`src/rpms_defs.svh`:
```
/*
  Constants of the receiver power and mode sequencer: timing, register map,
  field positions and reset values. Assumes a 10 MHz core clock.
*/
`ifndef RPMS_DEFS_SVH
`define RPMS_DEFS_SVH

// ----------------------------------------------------------------
// timing
// ----------------------------------------------------------------
`define RPMS_CLK_MHZ         10
`define RPMS_CYC(us)         ((us) * `RPMS_CLK_MHZ)
`define RPMS_T_SHUT_US       10
`define RPMS_T_PWRUP_US      400
`define RPMS_T_XO_ON_US      380
`define RPMS_T_RX_ON_US      320
`define RPMS_T_RX_OFF_US     10
`define RPMS_T_XO_OFF_US     10
`define RPMS_T_WAIT_IN_US    10
`define RPMS_T_PRESET_US     700
`define RPMS_T_POLL_WAIT_US  1000
`define RPMS_T_POLL_DET_US   480
`define RPMS_CNT_W           14

// ----------------------------------------------------------------
// register map and fields
// ----------------------------------------------------------------
`define RPMS_CTRL_ADDR       8'h14
`define RPMS_RXCFG_ADDR      8'h10
`define RPMS_STAT_ADDR       8'h15
`define RPMS_CTRL_RST        8'h00
`define RPMS_RXCFG_RST       8'h00
`define RPMS_XO_BIT          0
`define RPMS_RX_BIT          1
`define RPMS_WUT_BIT         2
// arbitrary device address
`define RPMS_I2C_ADDR        7'h2A
`define RPMS_BYTE_BITS       4'h8
`define RPMS_LOWBAND_LIM     4'h5

`endif

```
`src/rpms_pkg.sv`:
```
/*
  Types of the receiver power and mode sequencer.
  Assumes the three-level pins arrive already encoded by level detectors.
*/
package rpms_pkg;

  typedef enum logic [1:0] {
    TRI_GND  = 2'h0,
    TRI_OPEN = 2'h1,
    TRI_VDD  = 2'h2
  } rpms_tri_e;

  typedef enum logic [3:0] {
    PS_SHUTDOWN  = 4'h0,
    PS_POWERUP   = 4'h1,
    PS_SLEEP     = 4'h2,
    PS_XO_START  = 4'h3,
    PS_STANDBY   = 4'h4,
    PS_XO_STOP   = 4'h5,
    PS_RX_START  = 4'h6,
    PS_HOST_RX   = 4'h7,
    PS_RX_STOP   = 4'h8,
    PS_WAIT_IN   = 4'h9,
    PS_POLL_WAIT = 4'hA,
    PS_POLL_RX   = 4'hB,
    PS_PRESET_UP = 4'hC,
    PS_SHUT_IN   = 4'hD
  } rpms_pstate_e;

  typedef enum logic [2:0] {
    IS_IDLE  = 3'h0,
    IS_ADDR  = 3'h1,
    IS_REG   = 3'h2,
    IS_WDATA = 3'h3,
    IS_RDATA = 3'h4
  } rpms_i2c_e;

  typedef struct packed {
    logic       prog;
    logic [3:0] freq_sel;
    logic       low_rate;
    logic       if_400k;
    logic       ask_en;
    logic       fsk_en;
  } rpms_mode_s;

endpackage

```
`src/rpms_sequencer.sv`:
```
/*
  Power-state and mode sequencer of a sub-GHz receiver, with its I2C
  register slave. Assumes a 10 MHz clock, pins from outside the clock
  domain, and three-level pins delivered as codes by level detectors.
*/
`timescale 1ns/1ps
`include "rpms_defs.svh"

// Summary of operation
// - power-down high: shutdown, registers lost, no I2C
// - power-down high reaches shutdown in 10us
// - power-down low: supply on, sleep (preset: receive), registers default
// - oscillator bit: sleep/standby, 380us and 10us
// - receive bit from standby: receive in 320us
// - power control bits live at offset 0x14
// - receive-path writes ignored while receiver active
// - control writable in receive; clear: standby 10us
// - polling alternates wait and receive; entry 10us
// - select pin at supply: programming, else preset
// - preset: two select pins pick nine frequencies
// - preset: ground low-rate, open 400kHz IF
// - programming both keyings; preset one per variant
// - preset: only shutdown or receive, no wake timer
// - preset: release reaches receive in 700us
// - grounded power-down never reaches shutdown
// - operational transitions only by register bits
// - self-polling only in programming mode
module rpms_sequencer
  import rpms_pkg::*;
#(
  parameter int unsigned PRESET_CYC    = `RPMS_CYC(`RPMS_T_PRESET_US),
  parameter int unsigned POLL_WAIT_CYC = `RPMS_CYC(`RPMS_T_POLL_WAIT_US),
  parameter int unsigned POLL_DET_CYC  = `RPMS_CYC(`RPMS_T_POLL_DET_US),
  parameter bit          ASK_VARIANT   = 1'b1
) (
  input  wire logic       clock_i,
  input  wire logic       reset_i,
  input  wire logic       power_down_pin_i,
  input  wire logic [1:0] iface_select_i,
  input  wire logic [1:0] preset_select_low_i,
  input  wire logic [1:0] preset_select_high_i,
  input  wire logic       scl_i,
  input  wire logic       sda_i,
  output logic            sda_o,
  output logic            sda_oe_o,
  output rpms_pstate_e    state_o,
  output logic            supply_on_o,
  output logic            osc_on_o,
  output logic            rx_on_o,
  output rpms_mode_s      mode_o
);

  // ----------------------------------------------------------------
  // input synchronisers
  // ----------------------------------------------------------------
  logic [6:0] pin_q;
  logic [1:0] bus_q;

  rpms_sync2 #(.WIDTH(7)) u_pin_sync (
    .clock_i (clock_i),
    .reset_i (reset_i),
    // pin enters inverted so a cleared synchroniser reads as power-down held, no false release
    .d_i     ({!power_down_pin_i, iface_select_i, preset_select_high_i, preset_select_low_i}),
    .q_o     (pin_q)
  );
  rpms_sync2 #(.WIDTH(2)) u_bus_sync (
    .clock_i (clock_i),
    .reset_i (reset_i),
    .d_i     ({scl_i, sda_i}),
    .q_o     (bus_q)
  );

  localparam logic [`RPMS_CNT_W-1:0] CYC_SHUT  = `RPMS_CNT_W'(`RPMS_CYC(`RPMS_T_SHUT_US) - 1);
  localparam logic [`RPMS_CNT_W-1:0] CYC_PWRUP = `RPMS_CNT_W'(`RPMS_CYC(`RPMS_T_PWRUP_US) - 1);
  localparam logic [`RPMS_CNT_W-1:0] CYC_XO_ON = `RPMS_CNT_W'(`RPMS_CYC(`RPMS_T_XO_ON_US) - 1);
  localparam logic [`RPMS_CNT_W-1:0] CYC_RX_ON = `RPMS_CNT_W'(`RPMS_CYC(`RPMS_T_RX_ON_US) - 1);
  localparam logic [`RPMS_CNT_W-1:0] CYC_RXOFF = `RPMS_CNT_W'(`RPMS_CYC(`RPMS_T_RX_OFF_US) - 1);
  localparam logic [`RPMS_CNT_W-1:0] CYC_XOOFF = `RPMS_CNT_W'(`RPMS_CYC(`RPMS_T_XO_OFF_US) - 1);
  localparam logic [`RPMS_CNT_W-1:0] CYC_WAIT  = `RPMS_CNT_W'(`RPMS_CYC(`RPMS_T_WAIT_IN_US) - 1);
  localparam logic [`RPMS_CNT_W-1:0] CYC_PRE   = `RPMS_CNT_W'(PRESET_CYC - 1);
  localparam logic [`RPMS_CNT_W-1:0] CYC_PW    = `RPMS_CNT_W'(POLL_WAIT_CYC - 1);
  localparam logic [`RPMS_CNT_W-1:0] CYC_PD    = `RPMS_CNT_W'(POLL_DET_CYC - 1);
  localparam int                     RXOFF_DLY = `RPMS_CYC(`RPMS_T_RX_OFF_US);

  logic       pd_s;
  rpms_tri_e  if_s;
  rpms_tri_e  hi_s;
  rpms_tri_e  lo_s;
  assign pd_s = !pin_q[6];
  assign if_s = rpms_tri_e'(pin_q[5:4]);
  assign hi_s = rpms_tri_e'(pin_q[3:2]);
  assign lo_s = rpms_tri_e'(pin_q[1:0]);

  // ----------------------------------------------------------------
  // power state machine and registers
  // ----------------------------------------------------------------
  rpms_pstate_e            state_r, state_nxt;
  logic [`RPMS_CNT_W-1:0]  cnt_r, cnt_nxt;
  logic [`RPMS_CNT_W-1:0]  dwell_r, dwell_nxt;
  logic [7:0]              ctrl_r, ctrl_nxt;
  logic [7:0]              rxcfg_r, rxcfg_nxt;
  rpms_mode_s              mode_r, mode_nxt;
  logic                    sup_nxt, osc_nxt, rxon_nxt;
  logic                    wstb_r;
  logic [7:0]              waddr_r, wdata_r;
  rpms_mode_s              dec;
  logic                    done;
  logic                    rx_active;

  always_comb begin
    state_nxt = state_r;
    cnt_nxt   = (cnt_r != '0) ? cnt_r - `RPMS_CNT_W'(1) : cnt_r;
    ctrl_nxt  = ctrl_r;
    rxcfg_nxt = rxcfg_r;
    mode_nxt  = mode_r;
    done      = (cnt_r == '0);
    rx_active = (state_r == PS_RX_START) || (state_r == PS_HOST_RX) || (state_r == PS_POLL_RX);
    dec.prog      = (if_s == TRI_VDD);
    dec.freq_sel  = 4'({2'h0, hi_s} + {2'h0, hi_s} + {2'h0, hi_s} + {2'h0, lo_s});
    dec.low_rate  = (if_s == TRI_GND);
    dec.if_400k   = !(dec.low_rate && (dec.freq_sel < `RPMS_LOWBAND_LIM));
    dec.ask_en    = dec.prog || ASK_VARIANT;
    dec.fsk_en    = dec.prog || !ASK_VARIANT;
    if (wstb_r) begin
      if (waddr_r == `RPMS_CTRL_ADDR) begin
        ctrl_nxt = wdata_r;
      end else if (waddr_r == `RPMS_RXCFG_ADDR && !rx_active) begin
        rxcfg_nxt = wdata_r;
      end
    end
    case (state_r)
      PS_SHUTDOWN: begin
        ctrl_nxt  = `RPMS_CTRL_RST;
        rxcfg_nxt = `RPMS_RXCFG_RST;
        if (!pd_s) begin
          mode_nxt = dec;
          if (dec.prog) begin
            state_nxt = PS_POWERUP;
            cnt_nxt   = CYC_PWRUP;
          end else begin
            state_nxt = PS_PRESET_UP;
            cnt_nxt   = CYC_PRE;
          end
        end
      end
      PS_POWERUP: if (done) state_nxt = PS_SLEEP;
      PS_SLEEP: begin
        if (ctrl_r[`RPMS_XO_BIT]) begin
          state_nxt = PS_XO_START;
          cnt_nxt   = CYC_XO_ON;
        end
      end
      PS_XO_START: if (done) state_nxt = PS_STANDBY;
      PS_STANDBY: begin
        if (!ctrl_r[`RPMS_XO_BIT]) begin
          state_nxt = PS_XO_STOP;
          cnt_nxt   = CYC_XOOFF;
        end else if (ctrl_r[`RPMS_WUT_BIT]) begin
          state_nxt = PS_WAIT_IN;
          cnt_nxt   = CYC_WAIT;
        end else if (ctrl_r[`RPMS_RX_BIT]) begin
          state_nxt = PS_RX_START;
          cnt_nxt   = CYC_RX_ON;
        end
      end
      PS_XO_STOP: if (done) state_nxt = PS_SLEEP;
      PS_RX_START: if (done) state_nxt = PS_HOST_RX;
      PS_HOST_RX: begin
        // preset parts have no serial port, so receive is held by the pin
        if (mode_r.prog && !ctrl_r[`RPMS_RX_BIT]) begin
          state_nxt = PS_RX_STOP;
          cnt_nxt   = CYC_RXOFF;
        end
      end
      PS_RX_STOP: if (done) state_nxt = PS_STANDBY;
      PS_WAIT_IN: begin
        if (done) begin
          state_nxt = PS_POLL_WAIT;
          cnt_nxt   = CYC_PW;
        end
      end
      PS_POLL_WAIT: begin
        if (!ctrl_r[`RPMS_WUT_BIT]) begin
          state_nxt = PS_STANDBY;
        end else if (done) begin
          state_nxt = PS_POLL_RX;
          cnt_nxt   = CYC_PD;
        end
      end
      PS_POLL_RX: begin
        if (!ctrl_r[`RPMS_WUT_BIT]) begin
          state_nxt = PS_STANDBY;
        end else if (done) begin
          state_nxt = PS_POLL_WAIT;
          cnt_nxt   = CYC_PW;
        end
      end
      PS_PRESET_UP: if (done) state_nxt = PS_HOST_RX;
      PS_SHUT_IN: if (done) state_nxt = PS_SHUTDOWN;
      default: state_nxt = PS_SHUTDOWN;
    endcase
    // only a high pin leads to shutdown; a grounded pin never gets there
    if (pd_s && state_r != PS_SHUTDOWN && state_r != PS_SHUT_IN) begin
      state_nxt = PS_SHUT_IN;
      cnt_nxt   = CYC_SHUT;
    end
    dwell_nxt = (state_nxt != state_r) ? '0 : dwell_r + `RPMS_CNT_W'(1);
    sup_nxt   = (state_nxt != PS_SHUTDOWN);
    osc_nxt   = !(state_nxt inside {PS_SHUTDOWN, PS_POWERUP, PS_SLEEP, PS_SHUT_IN});
    rxon_nxt  = (state_nxt == PS_HOST_RX) || (state_nxt == PS_POLL_RX);
  end

  // shutdown is the power-on state of the core
  always_ff @(posedge clock_i or posedge reset_i) begin
    if (reset_i) begin
      state_r     <= PS_SHUTDOWN;
      cnt_r       <= '0;
      dwell_r     <= '0;
      ctrl_r      <= `RPMS_CTRL_RST;
      rxcfg_r     <= `RPMS_RXCFG_RST;
      mode_r      <= '0;
      supply_on_o <= 1'b0;
      osc_on_o    <= 1'b0;
      rx_on_o     <= 1'b0;
    end else begin
      state_r     <= state_nxt;
      cnt_r       <= cnt_nxt;
      dwell_r     <= dwell_nxt;
      ctrl_r      <= ctrl_nxt;
      rxcfg_r     <= rxcfg_nxt;
      mode_r      <= mode_nxt;
      supply_on_o <= sup_nxt;
      osc_on_o    <= osc_nxt;
      rx_on_o     <= rxon_nxt;
    end
  end

  assign state_o = state_r;
  assign mode_o  = mode_r;

  // ----------------------------------------------------------------
  // I2C register slave
  // ----------------------------------------------------------------
  rpms_i2c_e  i_r, i_nxt;
  logic [3:0] bit_r, bit_nxt;
  logic [7:0] sh_r, sh_nxt;
  logic [7:0] ptr_r, ptr_nxt;
  logic       ack_r, ack_nxt;
  logic       oe_nxt;
  logic       scl_d_r, sda_d_r;
  logic       wstb_nxt;
  logic [7:0] waddr_nxt, wdata_nxt;
  logic [7:0] rdata;
  logic       rise, fall, start, stop, serial_ok;

  always_comb begin
    i_nxt     = i_r;
    bit_nxt   = bit_r;
    sh_nxt    = sh_r;
    ptr_nxt   = ptr_r;
    ack_nxt   = ack_r;
    oe_nxt    = sda_oe_o;
    wstb_nxt  = 1'b0;
    waddr_nxt = waddr_r;
    wdata_nxt = wdata_r;
    rise      = bus_q[1] && !scl_d_r;
    fall      = !bus_q[1] && scl_d_r;
    start     = bus_q[1] && scl_d_r && sda_d_r && !bus_q[0];
    stop      = bus_q[1] && scl_d_r && !sda_d_r && bus_q[0];
    serial_ok = mode_r.prog && (state_r != PS_SHUTDOWN) && (state_r != PS_SHUT_IN);
    case (ptr_r)
      `RPMS_CTRL_ADDR:  rdata = ctrl_r;
      `RPMS_RXCFG_ADDR: rdata = rxcfg_r;
      `RPMS_STAT_ADDR:  rdata = {4'h0, state_r};
      default:          rdata = 8'h00;
    endcase
    if (!serial_ok) begin
      i_nxt   = IS_IDLE;
      ack_nxt = 1'b0;
      oe_nxt  = 1'b0;
    end else if (start) begin
      i_nxt   = IS_ADDR;
      bit_nxt = 4'h0;
      ack_nxt = 1'b0;
      oe_nxt  = 1'b0;
    end else if (stop) begin
      i_nxt   = IS_IDLE;
      ack_nxt = 1'b0;
      oe_nxt  = 1'b0;
    end else if (i_r != IS_IDLE && rise) begin
      if (ack_r) begin
        if (i_r == IS_RDATA && bus_q[0]) i_nxt = IS_IDLE;
      end else begin
        bit_nxt = bit_r + 4'h1;
        sh_nxt  = (i_r == IS_RDATA) ? {sh_r[6:0], 1'b0} : {sh_r[6:0], bus_q[0]};
      end
    end else if (i_r != IS_IDLE && fall) begin
      if (ack_r) begin
        ack_nxt = 1'b0;
        oe_nxt  = 1'b0;
        bit_nxt = 4'h0;
        if (i_r == IS_RDATA) begin
          sh_nxt = rdata;
          oe_nxt = !rdata[7];
        end
      end else if (bit_r == `RPMS_BYTE_BITS) begin
        ack_nxt = 1'b1;
        oe_nxt  = 1'b1;
        case (i_r)
          IS_ADDR: begin
            if (sh_r[7:1] == `RPMS_I2C_ADDR) begin
              i_nxt = sh_r[0] ? IS_RDATA : IS_REG;
            end else begin
              i_nxt   = IS_IDLE;
              ack_nxt = 1'b0;
              oe_nxt  = 1'b0;
            end
          end
          IS_REG: begin
            ptr_nxt = sh_r;
            i_nxt   = IS_WDATA;
          end
          IS_WDATA: begin
            wstb_nxt  = 1'b1;
            waddr_nxt = ptr_r;
            wdata_nxt = sh_r;
            ptr_nxt   = ptr_r + 8'h01;
          end
          IS_RDATA: begin
            oe_nxt  = 1'b0;
            ptr_nxt = ptr_r + 8'h01;
          end
          default: i_nxt = IS_IDLE;
        endcase
      end else if (i_r == IS_RDATA) begin
        oe_nxt = !sh_r[7];
      end
    end
  end

  always_ff @(posedge clock_i or posedge reset_i) begin
    if (reset_i) begin
      i_r      <= IS_IDLE;
      bit_r    <= 4'h0;
      sh_r     <= 8'h00;
      ptr_r    <= 8'h00;
      ack_r    <= 1'b0;
      sda_oe_o <= 1'b0;
      sda_o    <= 1'b0;
      scl_d_r  <= 1'b1;
      sda_d_r  <= 1'b1;
      wstb_r   <= 1'b0;
      waddr_r  <= 8'h00;
      wdata_r  <= 8'h00;
    end else begin
      i_r      <= i_nxt;
      bit_r    <= bit_nxt;
      sh_r     <= sh_nxt;
      ptr_r    <= ptr_nxt;
      ack_r    <= ack_nxt;
      sda_oe_o <= oe_nxt;
      sda_o    <= 1'b0;
      scl_d_r  <= bus_q[1];
      sda_d_r  <= bus_q[0];
      wstb_r   <= wstb_nxt;
      waddr_r  <= waddr_nxt;
      wdata_r  <= wdata_nxt;
    end
  end

  // ----------------------------------------------------------------
  // checks
  // ----------------------------------------------------------------
  a_pd_enter: assert property (@(posedge clock_i) disable iff (reset_i)
    pd_s && !(state_r inside {PS_SHUTDOWN, PS_SHUT_IN}) |=> state_r == PS_SHUT_IN)
    else $error("power-down did not start shutdown");
  a_shut_time: assert property (@(posedge clock_i) disable iff (reset_i)
    state_r == PS_SHUTDOWN && $past(state_r) == PS_SHUT_IN |-> $past(dwell_r) == CYC_SHUT)
    else $error("shutdown entry time wrong");
  a_shut_clear: assert property (@(posedge clock_i) disable iff (reset_i)
    state_r == PS_POWERUP && $past(state_r) == PS_SHUTDOWN |-> ctrl_r == `RPMS_CTRL_RST && rxcfg_r == `RPMS_RXCFG_RST)
    else $error("registers not at default after release");
  a_xo_time: assert property (@(posedge clock_i) disable iff (reset_i)
    state_r == PS_STANDBY && $past(state_r) == PS_XO_START |-> $past(dwell_r) == CYC_XO_ON)
    else $error("oscillator start time wrong");
  a_rx_time: assert property (@(posedge clock_i) disable iff (reset_i)
    state_r == PS_HOST_RX && $past(state_r) == PS_RX_START |-> $past(dwell_r) == CYC_RX_ON && rx_on_o)
    else $error("receive start time wrong");
  a_rx_cfg_lock: assert property (@(posedge clock_i) disable iff (reset_i)
    rx_active && wstb_r && waddr_r == `RPMS_RXCFG_ADDR |=> $stable(rxcfg_r))
    else $error("receive config written while active");
  a_rx_stop: assert property (@(posedge clock_i) disable iff (reset_i)
    state_r == PS_HOST_RX && mode_r.prog && !ctrl_r[`RPMS_RX_BIT] && !pd_s
      |=> state_r == PS_RX_STOP ##RXOFF_DLY state_r == PS_STANDBY)
    else $error("receive stop sequence wrong");
  a_wait_time: assert property (@(posedge clock_i) disable iff (reset_i)
    state_r == PS_POLL_WAIT && $past(state_r) == PS_WAIT_IN |-> $past(dwell_r) == CYC_WAIT)
    else $error("wait entry time wrong");
  a_preset_poll: assert property (@(posedge clock_i) disable iff (reset_i)
    !mode_r.prog |-> !(state_r inside {PS_WAIT_IN, PS_POLL_WAIT, PS_POLL_RX, PS_SLEEP, PS_STANDBY}))
    else $error("preset part left its two states");
  a_preset_time: assert property (@(posedge clock_i) disable iff (reset_i)
    state_r == PS_HOST_RX && $past(state_r) == PS_PRESET_UP |-> $past(dwell_r) == CYC_PRE)
    else $error("preset start time wrong");
  a_mode_hold: assert property (@(posedge clock_i) disable iff (reset_i)
    state_r != PS_SHUTDOWN && $past(state_r) != PS_SHUTDOWN |-> $stable(mode_r))
    else $error("mode changed while powered");

endmodule // rpms_sequencer

```
`src/rpms_sync2.sv`:
```
/*
  Two flip-flop synchroniser for a group of asynchronous levels.
  Assumes each bit is an independent level; no bus coherency is given.
*/
`timescale 1ns/1ps
module rpms_sync2 #(
  parameter int WIDTH = 1
) (
  input  wire logic             clock_i,
  input  wire logic             reset_i,
  input  wire logic [WIDTH-1:0] d_i,
  output logic      [WIDTH-1:0] q_o
);
  logic [WIDTH-1:0] meta_r;

  always_ff @(posedge clock_i or posedge reset_i) begin
    if (reset_i) begin
      meta_r <= '0;
      q_o    <= '0;
    end else begin
      meta_r <= d_i;
      q_o    <= meta_r;
    end
  end
endmodule // rpms_sync2

```
`config.mk`:
```
export PLATFORM = sky130hd
export DESIGN_NAME = rpms_sequencer
export DESIGN_NICKNAME = d
export VERILOG_FILES = /design/src/rpms_pkg.sv /design/src/rpms_sequencer.sv /design/src/rpms_sync2.sv
export VERILOG_INCLUDE_DIRS = /design/src /design/src/src
export SDC_FILE = /design/constraint.sdc
export NUM_CORES = 1
export LEC_CHECK = 0
export BUFFER_PORTS_ARGS = -buffer_cell sky130_fd_sc_hd__clkbuf_2
export CORE_AREA = 10 10 115 117
export CTS_CLUSTER_SIZE = 10
export DETAILED_ROUTE_END_ITERATION = 8
export DIE_AREA = 0 0 125 127
export PLACE_DENSITY = 0.72
export SYNTH_ARGS = -nofsm -noshare
export SYNTH_HDL_FRONTEND = slang
export SYNTH_HIERARCHICAL = 1
export SYNTH_SLANG_ARGS = --single-unit
```
`constraint.sdc`:
```
create_clock -name clock_i -period 5.99 [get_ports clock_i]
set_input_delay 0.8985 -clock clock_i [delete_from_list [all_inputs] [get_ports clock_i]]
set_output_delay 0.8985 -clock clock_i [all_outputs]
set_load 0.02 [all_outputs]
```
Word-level counts from Yosys, hierarchy flattened
Cells that the tools add are included.

$add $sub $neg: 6. Bitwise logic cells: 4. $lt $le $gt $ge: 1. Eq/ne operators: 44. Muxes and demuxes: 91. Reduce and logical (&&, ||, !) cells: 64.

Operators with widths (number): two-way mux 14 bit (12); one-hot mux 14 bit (7 select lines) (1); two-way mux 8 bit (12); two-way mux 4 bit (22); one-hot mux 4 bit (11 select lines) (1); equality test 8 x 5 -> 1 bit, second input constant (5); equality test 4 bit, second input constant (9); two-way mux 3 bit (11); two-way mux 1 bit (27); one-hot mux 8 bit (3 select lines) (1); equality test 4 x 3 -> 1 bit, second input constant (5); logical AND 1 bit (17); one-hot mux 8 bit (2 select lines) (1); AND reduction 8 bit (2); zero test 14 bit (1); nonzero test 14 bit (1); nonzero test 2 bit (7); subtractor 14 x 1 -> 14 bit, second input constant (1); two-way mux 13 bit (1); equality test 4 x 2 -> 1 bit, second input constant (3); zero test 1 bit (12); nonzero test 4 bit (3); inequality test 5 x 4 -> 1 bit, second input constant (2); one-hot mux 3 bit (3 select lines) (1); 34 further kinds (52).

Input bits: 11. Flip-flop bits (word level): 107. Logic and storage cells: 237. Output and inout bits: 18.

Depth between registers and ports, before layout
Word-level depth: 10. Depth in mapped cells: 9. Depth with buffers taken out: 8.

Modules after synthesis
The synthesis kept the hierarchy.

By module, submodules not included: rpms_sequencer (area each 5452.7 um2, cells an instance 609, instances 1, seq. area each 2229.6 um2); rpms_sync2 (u_pin_sync) (area each 354.1 um2, cells an instance 15, instances 1, seq. area each 350.3 um2); rpms_sync2 (u_bus_sync) (area each 103.8 um2, cells an instance 5, instances 1, seq. area each 100.1 um2).

Worst setup path after synthesis
No wires, ideal clock.

Path kind: register -> register. Start point: register cnt_r[0]. End point: register supply_on_o. Data arrival time: 2.819 ns. Path buffers: 0. Stages on the path, launching flop included: 9. Path slack: 3.032 ns. Clock period less this slack: 2.958 ns. Library setup time: 0.139 ns. Data required time: 5.851 ns. Cells stage by stage: dfrtp_1 > inv_1 > ha_1 > or4b_1 > nor4_2 > mux2_2 > a211oi_1 > nand2_1 > or4_1.

Longest elaborated chain between the ends: 6. Elaborated cells on any way between the ends: 12. Classes of those cells: mux: 10; reduce/logical: 2.

RTL lines: from (decl) (RTL line rpms_sequencer.sv:98) `` logic [`RPMS_CNT_W-1:0] cnt_r, cnt_nxt; ``; from (signal assigned) (RTL line rpms_sequencer.sv:227) `cnt_r <= cnt_nxt;`; zero test 14 bit (*) (RTL line rpms_sequencer.sv:116) `done = (cnt_r == '0);`; two-way mux 4 bit (on tied branches) (RTL line rpms_sequencer.sv:177, rpms_sequencer.sv:193, rpms_sequencer.sv:185); two-way mux 4 bit (on tied branches) (RTL line rpms_sequencer.sv:191, rpms_sequencer.sv:183); one-hot mux 4 bit (11 select lines) (*) (RTL line rpms_sequencer.sv:131) `case (state_r)`; two-way mux 4 bit (*) (RTL line rpms_sequencer.sv:203) `if (pd_s && state_r != PS_SHUTDOWN && state_r != PS_SHUT_IN) begin`; net state_nxt[2] (RTL line rpms_sequencer.sv:97) `rpms_pstate_e state_r, state_nxt;`; nonzero test 4 bit (*) (RTL line rpms_sequencer.sv:208) `sup_nxt = (state_nxt != PS_SHUTDOWN);`; net sup_nxt (RTL line rpms_sequencer.sv:103) `logic sup_nxt, osc_nxt, rxon_nxt;`; to (signal assigned) (RTL line rpms_sequencer.sv:232) `supply_on_o <= sup_nxt;`; to (decl) (RTL line rpms_sequencer.sv:47) `output logic supply_on_o,`.

The timed path passes the listed nets; every way through them passes the cells marked *. A chain may end at the register's enable or synchronous reset.

Worst setup path in the final report
Ends and elaborated chain as after synthesis.

==> metrics list <==
- Run status: finished clean
- Setup total negative slack on the finished layout was measured at 0 ns.
- The H-tree was split into 3 levels.
- Post-synthesis async set-or-reset flop share: 100%
- Utilization after layout: 58.1%
* Antenna Violating Nets Remaining: 0
- Number of DRC violations after detailed-routing iteration 0: 568
- Final weighted congestion in routability-driven placement: 0.929
- 0 antenna diodes ended up in the layout.
- Final count of negative-setup-slack endpoints: 0
- For this run, design rule violations remaining after detail routing come to 0.
* Power per cell area: 318 mW/mm²
- Buffer depth of the longest clock path: 2
* Cells after synthesis: 629
- A synthesized cell averages 9.40 µm².
- Total global-route track usage: 18.5%
* Yosys top cell area share: 44.5%
* Data arrival at the endpoint of the critical path: 3.55 ns
- Half-perimeter wire length after placement: 10700 µm
- Across all register-to-register paths, the minimum setup slack is 2.66 ns.
- Overflow after GRT: 0
* Die H: 127 µm
- Number of warnings printed during yosys synthesis: 6
- Worst clock skew on the final layout: 0.00750 ns
- Fraction of layout instances using a drive strength above 1: 12.8%
- Total standard cell area after synthesis: 0.00591 mm²
* Synth area leader: sky130_fd_sc_hd__dfrtp_1
- In the final design database the tool counted 667 nets.
- Leakage power total: 2.79 nW
* Final count of hold timing violations: 0
* Critical path launch point type: flip-flop
* Most used standard cells in the synthesized netlist: 105 x sky130_fd_sc_hd__dfrtp_1, 55 x sky130_fd_sc_hd__nand2_1, 48 x sky130_fd_sc_hd__nor2_1
- Total of cells resized after clock tree synthesis: 0
- Cell variety after synth: 70
- Crit path capture type: flip-flop
- The later pin in the worst-skew pair is clocked with a latency of 0.35 ns.
- Die ar.: 0.0159 mm²
- TritonCTS built the clock tree.
- For this configuration, the core starts out at a cell density of 53.1%.
* Crit path max fanout: 12
- Buffers placed on the I/O ports in this run total 27.
- Counting flops with a built-in enable in the synthesized netlist gives 0.
- Cell area after placement: 0.00616 mm²
* Number of global-route vias before repair: 4689
* Number of search-and-repair iterations in the first detailed-routing pass: 6
- Min Clock Period, post-route: 3.33 ns
- 29 I/O pins were placed.
- The floorplan has 39 rows.
* Critical register-to-register path startpoint: cnt_r[0]
- By startpoint and endpoint, the worst setup path is classified as reg -> reg.
* DR WL/cell: 18.7 µm
* Clk root buf: sky130_fd_sc_hd__clkbuf_16
- Hold Path Class: reg -> reg
* Num Clock Sinks: 107
- Number of setup buffers added after CTS: 0
* Cell depth of the worst min-delay path: 0
* VDD IR-drop max: 0.201 mV
- Highest achievable clock rate: 300 MHz
* Detailed-route wire length: 14800 µm
- Number of synthesized register bits: 107
* Fraction of the cycle the final worst path needs: 55.6%
* Antenna violations before repair: 0
- Top FF cell, synth: sky130_fd_sc_hd__dfrtp_1
- Critical R2R Capture: supply_on_o
- Inst Count DP: 776
* Synthesized Nets: 652
- Most repeated cell in the gate-level netlist after synthesis: sky130_fd_sc_hd__dfrtp_1
- The worst hold path begins at u_pin_sync/meta_r[6].
- Floorplan Core Area: 0.0111 mm²
- For this run, the number of standard cells in the final layout without fillers is 792.
- Counting cells, the worst reg-to-reg path comes to 9.
- Main area contributors after synthesis: sky130_fd_sc_hd__dfrtp_1 44%, sky130_fd_sc_hd__a21oi_1 3.8%, sky130_fd_sc_hd__nand2_1 3.5%, sky130_fd_sc_hd__mux2i_1 3.4%, sky130_fd_sc_hd__o21ai_0 3.0%
- Clock-pin slew was measured on the worst setup and hold paths at 0.07 ns.
* RSZ-0062 raised after global routing: no
- Via count: 4948
- Hold worst-path end: u_pin_sync/q_o[6]
* Width of the chip: 125 µm
- Sequential element share of the synthesized area: 45.3%
* Worst path required time: 6.21 ns
- For this design, the CTS-stage hold fixing added 0 buffers.
- For the pin with the worst max-slew slack, the measured transition is 1.09 ns.
- Tot Pwr: 2.06 mW
- Routed vias/inst: 6.25
* Relative max-transition margin: 26.8%
* Max-cap viol count: 0
* Largest net degree at the start of global routing: 67
* Final number of max-transition violations: 0
- Number of buffers created by CTS: 9
* Global-route wire length before repair: 24500 µm
- From synthesis to final layout, the design area changed by 9.29%.
- Final standard cell area without fillers: 0.00646 mm²
worst max-delay path: stages (launching register included):
cell,delay (ns)
sky130_fd_sc_hd__dfrtp_1,0.41
sky130_fd_sc_hd__inv_1,0.09
sky130_fd_sc_hd__ha_1,0.20
sky130_fd_sc_hd__or4b_1,0.55
sky130_fd_sc_hd__nor4_2,0.17
sky130_fd_sc_hd__buf_4,0.24
sky130_fd_sc_hd__mux2_2,0.35
sky130_fd_sc_hd__a211oi_1,0.52
sky130_fd_sc_hd__nand2_1,0.13
sky130_fd_sc_hd__or4_1,0.54
per-layer routing:
layer,GRT usage [%],part of all wire (%),vias up
li1,-,-,2343
met1,26.1,46,2401
met2,28.6,46,190
met3,3.68,7.2,14
met4,4.40,1.1,0
met5,0,0,-
area by class of cell:
class / instances / area, µm²
Inverter: 27 / 103
Timing Repair Buffer: 35 / 195
Multi-Input combinational cell: 464 / 3000
Fill cell: 1000 / 4670
Tap cell: 143 / 179
Clock buffer: 9 / 225
Clock inverter: 7 / 73.8
Sequential cell: 107 / 2680
where the power goes:
part / leakage [nW] / total, mW / switching (mW) / internal (mW)
Combinational: 1.25 / 0.605 / 0.395 / 0.211
Sequential: 1.40 / 0.846 / 0.0609 / 0.785
Clock: 0.147 / 0.604 / 0.276 / 0.327
Total: 2.79 / 2.06 / 0.732 / 1.32
cell families after synthesis:
kind of cell,Yosys count,synth area share (%)
AND/OR/NAND/NOR,239,21.2
flip-flops,107,45.3
buffers and inverters,58,3.94
adder cells (fa/ha/maj),12,2.79
multiplexers,36,6.44
AO/OA/AOI/OAI,169,19.2
other,1,0.0634
XOR/XNOR,7,1.04
through the flow:
stage / hold slack (ns) / setup WS [ns]
after floorplan: 0.331 / 2.79
after global placement: 0.333 / 2.82
after detailed placement: 0.336 / 2.70
after CTS: 0.352 / 2.68
after global routing: 0.360 / 2.46
final: 0.350 / 2.66
state kept, by name, indices dropped and copies added, names as in the netlist, 4 cells and up:
register,count
bit_r,4
cnt_r,14
ctrl_r,8
mode_o,8
ptr_r,8
rxcfg_r,8
sh_r,8
state_o,4
u_pin_sync/meta_r,7
u_pin_sync/q_o,7
waddr_r,8
wdata_r,8
worst max path at each step:
stage,start,end
floorplan,reset_i,ack_r
finish,cnt_r[0],supply_on_o
global placement,cnt_r[0],supply_on_o
global route,cnt_r[0],supply_on_o
CTS,cnt_r[0],supply_on_o
detailed placement,cnt_r[0],supply_on_o
cells in the final DEF, fill, tap and decap left out, drive strengths merged, types with 7 or more instances in the layout:
cell type and instances:
a22o 9, o21a 8, a2bb2oi 9, buf 8, nand4 9, nor2 48, nor4 12, nor2b 13
ha 10, o21ai 36, o211ai 7, a21oi 45, dfrtp 105, clkbuf 36, mux2 16, nand2 55
and3 8, nand2b 12, inv 29, nand3 21, a31oi 10, mux2i 20, or4 7, nor3 20
Power figures use the tool's default switching activity.
